**src/gpio_port_defs.vh**
```
// Constants for the indexed GPIO port block: file addresses, selector codes, reset values.
// Assumes inclusion by the single design file of the block; holds definitions only.
`ifndef GPIO_PORT_DEFS_VH
`define GPIO_PORT_DEFS_VH

// Data-memory file addresses of the first and last of the five port data registers.
`define ADDR_PORT_ONE 5'h05
`define ADDR_PORT_FIVE 5'h09

// Selector codes for the control-move operation.
`define SEL_RD_TIMER_LAST 8'h07
`define SEL_XCH_COMPARATOR 8'h08
`define SEL_XCH_WAKE_PEND 8'h09
`define SEL_WR_WAKE_EDGE 8'h0A
`define SEL_WR_WAKE_EN 8'h0B
`define SEL_RD_SCHMITT 8'h0C
`define SEL_RD_THRESHOLD 8'h0D
`define SEL_RD_PULLUP 8'h0E
`define SEL_RD_DIRECTION 8'h0F
`define SEL_CLR_TIMER 8'h10
`define SEL_WR_TIMER_LAST 8'h17
`define SEL_XCH_COMPARATOR_HI 8'h18
`define SEL_XCH_WAKE_PEND_HI 8'h19
`define SEL_WR_WAKE_EDGE_HI 8'h1A
`define SEL_WR_WAKE_EN_HI 8'h1B
`define SEL_WR_SCHMITT 8'h1C
`define SEL_WR_THRESHOLD 8'h1D
`define SEL_WR_PULLUP 8'h1E
`define SEL_WR_DIRECTION 8'h1F

// Position of the write/read bit inside the selector.
`define SEL_WRITE_BIT 4

// Low three bits of a timer code pick the timer register.
`define TMR_CONTROL_B 3'h6

// Position of the read-source select bit in timer two control B.
`define PIN_READ_SELECT_BIT 0

// Reset values.
`define SELECTOR_RESET 8'h1F
`define CONTROL_RESET 8'hFF
`define TIMER_RESET 8'h00
`define TIMER_TWO_CNTB_RESET 8'h01
`define DATA_RESET 8'h00

`endif

```
**src/indexed_gpio_port.v**
```verilog
// Five 8-bit GPIO ports with memory-mapped data and selector-indexed control registers.
// Assumes a CPU core on the same clock issues one file access or control-move per cycle.
// Pin levels arrive from outside the clock domain and are synchronised here before use.
// Operation
// - Port data at file addresses 05h to 09h.
// - Data writes drive pins set as outputs.
// - Input pin writes stored, driven when output.
// - Read-select bit picks pins or data register.
// - By default reads return pin levels.
// - Reduced variant: port one has four pins.
// - Selector reachable only by dedicated instructions.
// - Selector picks control register, including timers.
// - Selector resets to direction-write code.
// - Bit four chooses read or write.
// - Comparator and wake-pending always exchange.
// - Wake edge and enable always written.
// - Selector value persists until reloaded.
// - 1Fh writes, 0Fh reads direction registers.
// - Pull-up bit one disconnects, zero connects.
// - Direction one is input, zero output.
// - Port one lacks Schmitt control register.
// - Threshold bit one TTL, zero CMOS.
// - Schmitt bit zero enables, one disables.
// - Control registers other than timers reset to all ones.
`timescale 1ns/10ps
`default_nettype none
`include "gpio_port_defs.vh"

module indexed_gpio_port #(
  parameter REDUCED_PINS = 0
) (
  input wire clk,
  input wire rst_b,
  input wire [4:0] file_addr,
  input wire file_wr,
  input wire [7:0] file_wdata,
  output reg [7:0] file_rdata_q,
  input wire sel_load,
  input wire [7:0] sel_wdata,
  output reg [7:0] sel_rdata_q,
  input wire ctl_move,
  input wire [2:0] ctl_port,
  input wire [7:0] w_in,
  output reg [7:0] w_out_q,
  output reg w_load_q,
  output reg timer_one_clear_q,
  output reg timer_two_clear_q,
  input wire [39:0] pin_in,
  output reg [39:0] pin_out_q,
  output reg [39:0] pin_oe_b_q,
  output reg [39:0] pullup_en_q,
  output reg [39:0] threshold_ttl_q,
  output reg [39:0] schmitt_en_q,
  output reg [7:0] comparator_control_q,
  output reg [7:0] wake_edge_select_q,
  output reg [7:0] wake_enable_bits_q
);

  // Two-stage synchroniser for the pin levels.
  reg [39:0] pin_meta_q;
  reg [39:0] pin_sync_q;
  // Selector register, never visible in data memory.
  reg [7:0] selector_q;
  // Per-port data, direction, pull-up, threshold and Schmitt registers.
  reg [7:0] data_q [0:4];
  reg [7:0] dir_q [0:4];
  reg [7:0] pullup_q [0:4];
  reg [7:0] level_q [0:4];
  reg [7:0] schmitt_q [0:4];
  // Timer register images for ports two and three (timers one and two).
  reg [7:0] timer_reg_q [0:1][0:7];
  // Wake pending flags kept here as a plain exchange register.
  reg [7:0] wake_pending_flags_q;
  // Decoded control-move action.
  reg act_read;
  reg act_write;
  reg act_clear;
  reg [7:0] ctl_rd;
  // Index of the addressed port.
  wire [2:0] p = ctl_port;
  // Port one Schmitt register does not exist.
  wire has_schmitt = (p != 3'h0);
  // Port two and three carry the timers.
  wire is_timer_port = (p == 3'h1) || (p == 3'h2);
  wire tsel = (p == 3'h2);
  // File address decode for the data registers.
  wire file_hit = (file_addr >= `ADDR_PORT_ONE) && (file_addr <= `ADDR_PORT_FIVE);
  // Subtracting five maps addresses 05h..09h onto port indexes zero to four.
  wire [2:0] file_idx = file_addr[2:0] - 3'h5;
  // Timer write codes 12h..17h; codes 1Ch..1Fh belong to the port registers.
  wire timer_code_wr = (selector_q > `SEL_CLR_TIMER) && (selector_q <= `SEL_WR_TIMER_LAST)
                       && (selector_q[2:0] != 3'h1);
  // Read source: pins when the bit in timer two control B is set; reset sets it.
  wire read_pins = timer_reg_q[1][`TMR_CONTROL_B][`PIN_READ_SELECT_BIT];
  // Mask for the reduced variant of port one.
  wire [7:0] port_one_mask = (REDUCED_PINS != 0) ? 8'h0F : 8'hFF;

  // Decodes the selector and port into a read, write or exchange action.
  always @* begin
    act_read = 1'b0;
    act_write = 1'b0;
    act_clear = 1'b0;
    ctl_rd = 8'h00;
    // Ports above five do not exist, so such moves fall through to no action.
    if (ctl_move && p <= 3'h4) begin
      case (selector_q)
        `SEL_XCH_COMPARATOR, `SEL_XCH_COMPARATOR_HI: begin
          // Exchange regardless of the write bit.
          act_read = (p == 3'h1);
          act_write = (p == 3'h1);
          ctl_rd = comparator_control_q;
        end
        `SEL_XCH_WAKE_PEND, `SEL_XCH_WAKE_PEND_HI: begin
          // Exchange of the wake pending flags.
          act_read = (p == 3'h1);
          act_write = (p == 3'h1);
          ctl_rd = wake_pending_flags_q;
        end
        `SEL_WR_WAKE_EDGE, `SEL_WR_WAKE_EDGE_HI, `SEL_WR_WAKE_EN, `SEL_WR_WAKE_EN_HI: begin
          // Always a write, even with the write bit clear.
          act_write = (p == 3'h1);
        end
        `SEL_RD_SCHMITT: begin
          // Port one has no Schmitt register, so the read is refused there.
          act_read = has_schmitt;
          ctl_rd = schmitt_q[p];
        end
        `SEL_RD_THRESHOLD: begin
          // Threshold registers exist on every port.
          act_read = 1'b1;
          ctl_rd = level_q[p];
        end
        `SEL_RD_PULLUP: begin
          // Pull-up registers exist on every port.
          act_read = 1'b1;
          ctl_rd = pullup_q[p];
        end
        `SEL_RD_DIRECTION: begin
          // Direction registers exist on every port.
          act_read = 1'b1;
          ctl_rd = dir_q[p];
        end
        `SEL_CLR_TIMER: begin
          // Only ports two and three own a timer to clear.
          act_clear = is_timer_port;
        end
        `SEL_WR_SCHMITT: begin
          // Schmitt writes aimed at port one are dropped.
          act_write = has_schmitt;
        end
        `SEL_WR_THRESHOLD, `SEL_WR_PULLUP, `SEL_WR_DIRECTION: begin
          // Threshold, pull-up and direction writes reach every port.
          act_write = 1'b1;
        end
        default: begin
          // Timer codes, or nothing at all for unmapped codes.
          if (selector_q <= `SEL_RD_TIMER_LAST) begin
            act_read = is_timer_port;
            ctl_rd = timer_reg_q[tsel][selector_q[2:0]];
          end else if (selector_q > `SEL_CLR_TIMER && selector_q <= `SEL_WR_TIMER_LAST
                       && selector_q[2:0] != 3'h1) begin
            act_write = is_timer_port;
          end
        end
      endcase
    end
  end

  // Synchronises the pins, a plain two-flop chain.
  always @(posedge clk) begin
    if (!rst_b) begin
      pin_meta_q <= 40'h0000000000;
      pin_sync_q <= 40'h0000000000;
    end else begin
      // Only the second flop feeds logic; the first may settle late.
      pin_meta_q <= pin_in;
      pin_sync_q <= pin_meta_q;
    end
  end

  // Selector load and readback; unchanged by control-moves.
  always @(posedge clk) begin
    if (!rst_b) begin
      // Reset selects direction writes so the ports can be set up at once.
      selector_q <= `SELECTOR_RESET;
      sel_rdata_q <= `SELECTOR_RESET;
    end else begin
      if (sel_load) begin
        selector_q <= sel_wdata;
      end
      // Readback takes the value being loaded, so it never lags the selector.
      sel_rdata_q <= sel_load ? sel_wdata : selector_q;
    end
  end

  // Working register return path for reads and exchanges.
  always @(posedge clk) begin
    if (!rst_b) begin
      w_out_q <= 8'h00;
      w_load_q <= 1'b0;
      timer_one_clear_q <= 1'b0;
      timer_two_clear_q <= 1'b0;
    end else begin
      // Only reads and exchanges return a value to the working register.
      w_load_q <= act_read;
      // The returned value holds between reads.
      if (act_read) begin
        w_out_q <= ctl_rd;
      end
      // Clear pulses last one cycle and name the timer of the addressed port.
      timer_one_clear_q <= act_clear && !tsel;
      timer_two_clear_q <= act_clear && tsel;
    end
  end

  // Comparator and wake registers, reached only through port two.
  always @(posedge clk) begin
    if (!rst_b) begin
      comparator_control_q <= `CONTROL_RESET;
      wake_pending_flags_q <= `CONTROL_RESET;
      wake_edge_select_q <= `CONTROL_RESET;
      wake_enable_bits_q <= `CONTROL_RESET;
    end else if (act_write && p == 3'h1) begin
      // The exchange takes W on the same edge that returns the old value.
      if (selector_q == `SEL_XCH_COMPARATOR || selector_q == `SEL_XCH_COMPARATOR_HI) begin
        comparator_control_q <= w_in;
      end
      // Wake pending flags are a plain exchange register here.
      if (selector_q == `SEL_XCH_WAKE_PEND || selector_q == `SEL_XCH_WAKE_PEND_HI) begin
        wake_pending_flags_q <= w_in;
      end
      // Edge select is written whatever the state of bit 4.
      if (selector_q == `SEL_WR_WAKE_EDGE || selector_q == `SEL_WR_WAKE_EDGE_HI) begin
        wake_edge_select_q <= w_in;
      end
      // Wake enables are written whatever the state of bit 4.
      if (selector_q == `SEL_WR_WAKE_EN || selector_q == `SEL_WR_WAKE_EN_HI) begin
        wake_enable_bits_q <= w_in;
      end
    end
  end

  // Timer register images, written by codes 12h to 17h; code 10h only pulses the timer clear outputs.
  genvar t;
  generate
    for (t = 0; t < 2; t = t + 1) begin : g_tmr
      integer k;
      always @(posedge clk) begin
        if (!rst_b) begin
          for (k = 0; k < 8; k = k + 1) begin
            timer_reg_q[t][k] <= `TIMER_RESET;
          end
          // Pin-read select starts at one, so reads return pin levels by default.
          if (t == 1) begin
            timer_reg_q[t][`TMR_CONTROL_B] <= `TIMER_TWO_CNTB_RESET;
          end
        end else if (act_write && is_timer_port && tsel == t && timer_code_wr
                     && selector_q[`SEL_WRITE_BIT]) begin
          // Pull-up, direction and other write codes on these ports must not land here.
          timer_reg_q[t][selector_q[2:0]] <= w_in;
        end
      end
    end
  endgenerate

  // Per-port registers and pin drive, one copy per port.
  genvar g;
  generate
    for (g = 0; g < 5; g = g + 1) begin : g_port
      wire ctl_here = act_write && (p == g);
      // Only port one can lose pins, on the reduced variant.
      wire [7:0] mask = (g == 0) ? port_one_mask : 8'hFF;
      always @(posedge clk) begin
        if (!rst_b) begin
          // Control registers start at all ones: released TTL inputs, no pull-ups.
          data_q[g] <= `DATA_RESET;
          dir_q[g] <= `CONTROL_RESET;
          pullup_q[g] <= `CONTROL_RESET;
          level_q[g] <= `CONTROL_RESET;
          schmitt_q[g] <= `CONTROL_RESET;
        end else begin
          // Data is stored whatever the direction of the pin.
          if (file_wr && file_hit && file_idx == g) begin
            data_q[g] <= file_wdata;
          end
          // Direction write, code 1Fh.
          if (ctl_here && selector_q == `SEL_WR_DIRECTION) begin
            dir_q[g] <= w_in;
          end
          // Pull-up write, code 1Eh.
          if (ctl_here && selector_q == `SEL_WR_PULLUP) begin
            pullup_q[g] <= w_in;
          end
          // Threshold write, code 1Dh.
          if (ctl_here && selector_q == `SEL_WR_THRESHOLD) begin
            level_q[g] <= w_in;
          end
          // Schmitt write, code 1Ch, absent on port one.
          if (ctl_here && selector_q == `SEL_WR_SCHMITT && g != 0) begin
            schmitt_q[g] <= w_in;
          end
        end
      end
      // Pin outputs follow the registers one cycle later.
      always @(posedge clk) begin
        if (!rst_b) begin
          pin_out_q[8*g+7:8*g] <= 8'h00;
          pin_oe_b_q[8*g+7:8*g] <= 8'hFF;
          pullup_en_q[8*g+7:8*g] <= 8'h00;
          threshold_ttl_q[8*g+7:8*g] <= 8'hFF;
          schmitt_en_q[8*g+7:8*g] <= 8'h00;
        end else begin
          pin_out_q[8*g+7:8*g] <= data_q[g] & mask;
          // A missing pin of port one is never driven.
          pin_oe_b_q[8*g+7:8*g] <= dir_q[g] | ~mask;
          // A pull-up bit of one disconnects, so the enable is its inverse.
          pullup_en_q[8*g+7:8*g] <= ~pullup_q[g];
          threshold_ttl_q[8*g+7:8*g] <= level_q[g];
          // Port one has no Schmitt stage, so its enables stay low.
          schmitt_en_q[8*g+7:8*g] <= (g == 0) ? 8'h00 : ~schmitt_q[g];
        end
      end
    end
  endgenerate

  // File read data: pin levels or stored data.
  always @(posedge clk) begin
    if (!rst_b) begin
      file_rdata_q <= 8'h00;
    end else if (file_hit) begin
      if (read_pins) begin
        // Synchronised pin levels, whatever the direction of each pin.
        file_rdata_q <= pin_sync_q[8*file_idx +: 8];
      end else begin
        // Stored data register contents.
        file_rdata_q <= data_q[file_idx];
      end
    end else begin
      // Unmapped addresses read as zero.
      file_rdata_q <= 8'h00;
    end
  end

endmodule // indexed_gpio_port

`default_nettype wire

```
**config.mk**
```make
export PLATFORM = sky130hd
export DESIGN_NAME = indexed_gpio_port
export DESIGN_NICKNAME = d
export VERILOG_FILES = /design/src/indexed_gpio_port.v
export VERILOG_INCLUDE_DIRS = /design/src /design/src/src
export SDC_FILE = /design/constraint.sdc
export NUM_CORES = 1
export LEC_CHECK = 0
export BUFFER_PORTS_ARGS = -buffer_cell sky130_fd_sc_hd__buf_4
export CORE_UTILIZATION = 50
export CTS_CLUSTER_DIAMETER = 150
export DETAILED_ROUTE_END_ITERATION = 8
export PLACE_DENSITY = 0.76
export SKIP_LAST_GASP = 1
export SLEW_MARGIN = 0
export SYNTH_ARGS = -nofsm -noshare
export SYNTH_HDL_FRONTEND = slang
export SYNTH_SLANG_ARGS = --single-unit
```
**constraint.sdc**
```tcl
create_clock -name clk -period 4 [get_ports clk]
set_input_delay 0.8 -clock clk [delete_from_list [all_inputs] [get_ports clk]]
set_output_delay 0.8 -clock clk [all_outputs]
set_load 0.05 [all_outputs]
```
==> out/summary.txt, run 1 <==
CP Max Fanout = 9
Tot Pwr = 14,200 uW
Largest net degree at the start of global routing = 92
RR Endpoint = timer_reg_q[0][37]
Root Driver = clkbuf_16
Critical Path Slowest Stage Cell = nor4b_1
Skew final = 0.0310 ns
DR vias = 17,100
CP endpoint kind = flip-flop
Synth async-reset ratio = 0%
Clk pin slew, worst setup/hold paths = 0.06 ns
Ports = 328
DR top layer = met5
F_max = 329 MHz
Met3 wire length = 6760 um
Filler cell count = 3,697
Overall routing resource usage = 26.7%
Hold Path End = pin_meta_q[37]
FF+latch area = 16,200 sq um
Post-synth top area cell = edfxtp_1
Clock Latency Late Sink = 0.64 ns
Final setup violation count = 0
First-pass GRT wire length = 101,000 um
Chip width = 224 um
Die height = 224 um
Hold path cells = 2
Relative max-transition margin = 39.7%
Crit path largest cell delay = 0.66 ns
Sequential area share after synthesis = 65.6%
Pwr dens = 470 nW/um^2
Initial Util = 50.7%
I/O Buffers = 319
Synth top area share = 38.8%
Startpoint types = flip-flop
# Post-CTS Setup Buffers = 0
Multi-input gate area = 7950 sq um
Period utilization = 75.9%
Post-CTS sizing = 0
EDFF count, synth = 320
Ordered cell list for the critical path = nor4b_1 > nand2_1 > or3_1 > nor3_2 > nand2b_1
Antenna diode count = 0
Layout cells sized above 1 = 24.1%
Outcome = complete, no violations
Syn-to-layout area delta = 21.8%
CP Class = flip-flop to flip-flop
Area of the core = 48,800 sq um
Post-detail-place hpwl = 46,100 um
Mapped Area = 24,700 sq um
FP Rows = 81
Total grt overflow = 0
Fin. Hold Viols = 0
Slew Viols, Final = 0
DR DRC count = 0
Seq cells post-synth = 651
Post-Route WL = 68,000 um
Vias in the first global route = 16,600
Metal1 wirelength = 26,600 um
Clock sinks = 651
Setup TNS = 0 ns
Die area = 50,400 sq um
Synth warn = 0
H-tree levels = 2
GP Congestion = 0.907
Cell with the most instances after synthesis = dfxtp_1
CTS Hold Buffers Added = 0
Avg Inst Size Synth = 12.4 sq um
Worst Path Buf+Inv = 0
R2R setup slack = 0.96 ns
CTS Buf Count = 61
Worst R2R Path Depth = 5
Top cells by count, synth = 331 x dfxtp_1, 320 x edfxtp_1, 234 x and2_1, 160 x or3_1, 144 x nand2_1
Number of vias per cell = 5.62
Maxcap violations = 0
Cell variety after synth = 63
Slew @ Worst Pin = 0.897 ns
Antenna Nets Post-Route = 0
Worst VDD drop = 355 uV
Cell family with most CP delay = simple AND/OR/NAND/NOR gates
Fin crit period = 3.04 ns
Total iterations of the first detailed-routing run = 5
CTS tree = done
Min-delay src = pin_in[37]
Routed len/inst = 22.3 um
Clock buffer depth = 3
Met2 wire len = 32,600 um
Top FF cell, synth = dfxtp_1
RSZ-0062 raised after global routing = false
Synth top area cells = edfxtp_1 39%, dfxtp_1 27%, and2_1 5.9%
Req. time, crit path = 4.31 ns
Post-layout nets = 2,410
Hold Crit Class = input pin to flip-flop
Critical path arrival = 3.34 ns
Worst r2r src = selector_q[4]
Synth Instances = 1,998
Drt initial violations = 2,039
Antenna violations before repair = 1
Leakage = 0.0114 uW
-- kinds of logic (layout without fill, tap and decap cells) --
family	after synthesis	after routing	synth area share [%]
compound gates	155	155	4.20
flops	651	651	65.6
simple gates	903	903	20.3
xor+xnor	1	1	0.0354
other cells	1	40	0.0152
fa+ha+maj	5	5	0.253
buf+inv	174	517	2.90
mux	108	108	6.71
-- metal layers --
layer / GRT usage, % / vias up
li1: - / 7643
met3: 5.11 / 134
met5: 0 / -
met4: 9.15 / 2
met1: 36.0 / 8347
met2: 43.2 / 978
-- stage by stage --
stage | hold slack, ns | worst slack [ns] | std cells | cell area [sq um] | util (%)
after floorplan | 0.399 | 0.453 | 2037 | 24900 | -
after global placement | 0.418 | 0.723 | 2929 | 28000 | 57.4
after detailed placement | 0.419 | 0.638 | 2929 | 28000 | 57.4
after CTS | 0.344 | 1.02 | 3044 | 30100 | 61.7
after global routing | 0.357 | 0.758 | 3044 | 30100 | 61.7
final | 0.372 | 0.962 | 3044 | 30100 | 61.7
-- cell type report --
class	instances	area share [%]
multi-input combinational	1212	26.4
timing repair buffer	391	9.83
clock buffer	91	6.37
clock inverter	24	0.664
tap	664	2.76
sequential	651	53.9
inverter	11	0.137
-- how the worst max path moves through the flow --
stage	start	to	slack (ns)	cells after the start
floorplan	file_addr[0]	data_q[4][0]	0.45	8
global route	selector_q[2]	timer_reg_q[0][37]	0.76	6
global placement	ctl_port[0]	w_out_q[3]	0.72	6
finish	selector_q[4]	timer_reg_q[0][37]	0.96	5
CTS	selector_q[4]	timer_reg_q[0][37]	1.02	5
detailed placement	ctl_port[0]	pullup_q[0][1]	0.64	8
-- registers in the layout, summed over array words and instances (netlist names), 32 cells and up --
name	flops
timer_reg_q	128
data_q	40
dir_q	40
level_q	40
pin_meta_q	40
pin_oe_b_q	40
pin_out_q	40
pin_sync_q	40
pullup_en_q	40
pullup_q	40
threshold_ttl_q	40
schmitt_en_q	32
schmitt_q	32
-- where the power goes --
group	total (uW)	internal (uW)	switching [uW]
clock network	5970	3420	2560
logic	959	314	645
registers	7230	7140	86.9
-- cell usage in the layout, fill, tap and decap left out, types with 6 or more instances in the layout --
cell type	n
nor3_1	12
o2111ai_1	6
nor3b_1	9
conb_1	40
nor4_2	6
and2_1	234
inv_1	8
o22ai_1	22
buf_4	388
or3_1	160
nor2b_1	7
dfxtp_1	330
nand3_1	68
nand2_1	144
a21oi_1	29
nand2b_1	102
a221o_1	6
edfxtp_1	320
mux2i_1	58
clkbuf_16	69
clkbuf_8	10
clkbuf_1	8
o21ai_0	34
a211oi_1	17
mux4_2	46
nor2_1	107
and3_1	28
clkinv_2	10
Power figures use the tool's default switching activity.
==> inputs of run 2 (changes only) <==
==> constraint.sdc (replaced) <==
create_clock -name clk -period 2.97 [get_ports clk]
set_input_delay 0.594 -clock clk [delete_from_list [all_inputs] [get_ports clk]]
set_output_delay 0.594 -clock clk [all_outputs]
set_load 0.05 [all_outputs]
==> run 2 against run 1 <==
  * Worst setup slack got worse by 0.75 ns
  * Die area unchanged
  * Sequential power increased by 34%
  * First-iteration DRC count fell by 9.4%
  * Final cell count up 1.9%
  * Highest routed layer unchanged
  * Clock power grew 40%
  * Hold slack got worse by 0.18 ns
  * Clock skew is 0.0033 ns lower
  * Register-to-register slack got worse by 0.75 ns
==> out/summary.txt, run 2 (synthesis gave the netlist of run 1 again) <==
Ports = 328
Outcome = complete, no violations
Placement Cell Area = 28,500 sq um
Clock sinks = 651
Clock power share = 43.0%
Fin crit period = 2.76 ns
Syn-to-layout area delta = 23.9%
Internal power = 15,000 uW
Sequential share of power = 50.0%
RR Endpoint = level_q[4][6]
Relative max-transition margin = 35.0%
Hold Crit Class = input pin to flip-flop
Critical path arrival = 2.98 ns
Worst VDD drop = 398 uV
CP Depth = 5
Period utilization = 92.9%
Root Driver = clkbuf_16
Die height = 224 um
First-pass GRT wire length = 102,000 um
R2R setup slack = 0.21 ns
Commonest non-fill, non-tap cell in the layout = buf_4
Overall routing resource usage = 27.4%
Antenna diode count = 0
Post-detail-place hpwl = 48,500 um
Die area = 50,400 sq um
Most frequent cells in the layout = 438 x buf_4, 330 x dfxtp_1, 320 x edfxtp_1, 234 x and2_1, 160 x or3_1
Antenna Nets Post-Route = 0
Final Core Density = 62.7%
CP Max Fanout = 11
Worst R2R Path Depth = 5
Drt initial violations = 1,848
Total iterations of the first detailed-routing run = 5
Worst Path Buf+Inv = 1
Sw Share = 23.0%
Filler cell count = 3,775
Req. time, crit path = 3.19 ns
Crit path largest cell delay = 0.77 ns
Worst r2r src = selector_q[5]
Final setup violation count = 0
Clock buffer depth = 3
H-tree levels = 3
DR vias = 17,100
Min-delay src = pin_in[16]
Initial Util = 50.7%
Slew @ Worst Pin = 0.964 ns
Slew Viols, Final = 0
Hold Path End = pin_meta_q[16]
CP endpoint kind = flip-flop
Critical Path Slowest Stage Cell = o21ai_0
Total grt overflow = 0
Post-CTS sizing = 0
CTS Hold Buffers Added = 0
Net switching power = 4470 uW
I/O Buffers = 319
Area of the core = 48,800 sq um
Fin. Hold Viols = 0
Layout cells sized above 1 = 25.5%
Skew final = 0.0277 ns
CTS Buf Count = 66
Pwr dens = 635 nW/um^2
DR DRC count = 0
Register with the most flip-flops = timer_reg_q
Vias in the first global route = 16,600
Leakage = 0.0117 uW
Hold path cells = 2
CP Class = flip-flop to flip-flop
Largest register FFs = 128
Post-layout nets = 2,468
RSZ-0062 raised after global routing = false
CTS tree = done
Antenna violations before repair = 2
FP Rows = 81
F_max = 362 MHz
Post-Route WL = 69,500 um
# Post-CTS Setup Buffers = 0
Cell family with most CP delay = simple AND/OR/NAND/NOR gates
Routed len/inst = 22.4 um
Startpoint types = flip-flop
Gate power share = 7.0%
Number of vias per cell = 5.52
Chip width = 224 um
Maxcap violations = 0
Cell area after layout = 30,700 sq um
Clk pin slew, worst setup/hold paths = 0.06 ns
Largest net degree at the start of global routing = 95
GP Congestion = 0.925
Ordered cell list for the critical path = or4b_1 > nor3_1 > nand3b_1 > buf_4 > o21ai_0
Clock Latency Late Sink = 0.61 ns
run 2: worst max-delay path by stage:
stage,to,slack (ns),from
4_1_cts,schmitt_q[4][2],0.12,selector_q[5]
3_5_place_dp,schmitt_q[4][7],0.03,ctl_port[0]
5_1_grt,pullup_q[4][2],0.03,selector_q[5]
2_1_floorplan,dir_q[3][0],-0.06,selector_q[4]
6_report,level_q[4][6],0.21,selector_q[5]
3_3_place_gp,w_out_q[3],0.07,ctl_port[0]
run 2: through the flow:
| stage | power [uW] | TNS, ns | setup WS (ns) | cells | hold slack (ns) |
|---|---|---|---|---|---|
| 2_1_floorplan | 10700 | -1.85 | -0.0579 | 2037 | 0.399 |
| 3_3_place_gp | 11200 | 0 | 0.0693 | 2982 | 0.415 |
| 3_5_place_dp | 11300 | 0 | 0.0319 | 2982 | 0.418 |
| 4_1_cts | 19500 | 0 | 0.124 | 3102 | 0.163 |
| 5_1_grt | 20000 | 0 | 0.0296 | 3102 | 0.181 |
| 6_report | 19500 | 0 | 0.211 | 3102 | 0.189 |
run 2: power by group through the flow:
stage	clock [uW]	sequential, uW	combinational [uW]
6_report	8360	9720	1370
5_1_grt	8790	9730	1450
4_1_cts	8470	9720	1360
3_5_place_dp	0	9910	1350
3_3_place_gp	0	9900	1340
2_1_floorplan	0	10000	665
run 2: layer usage:
layer | GRT usage (%) | vias to the layer above | part of all wire, %
li1 | - | 7779 | -
met1 | 36.9 | 8376 | 40
met2 | 43.4 | 846 | 47
met3 | 6.24 | 125 | 9.7
met4 | 10.4 | 2 | 3.0
met5 | 0 | - | 0.013
run 2: layout make-up:
type	count	area (sq um)	share of cell area [%]
clock buffers	89	1870	6.11
clock inverters	31	324	1.06
inverters	11	41.3	0.135
multi-input cells	1212	7950	25.9
flip-flops and latches	651	16200	53.0
well taps	664	831	2.71
repair buffers	444	3400	11.1
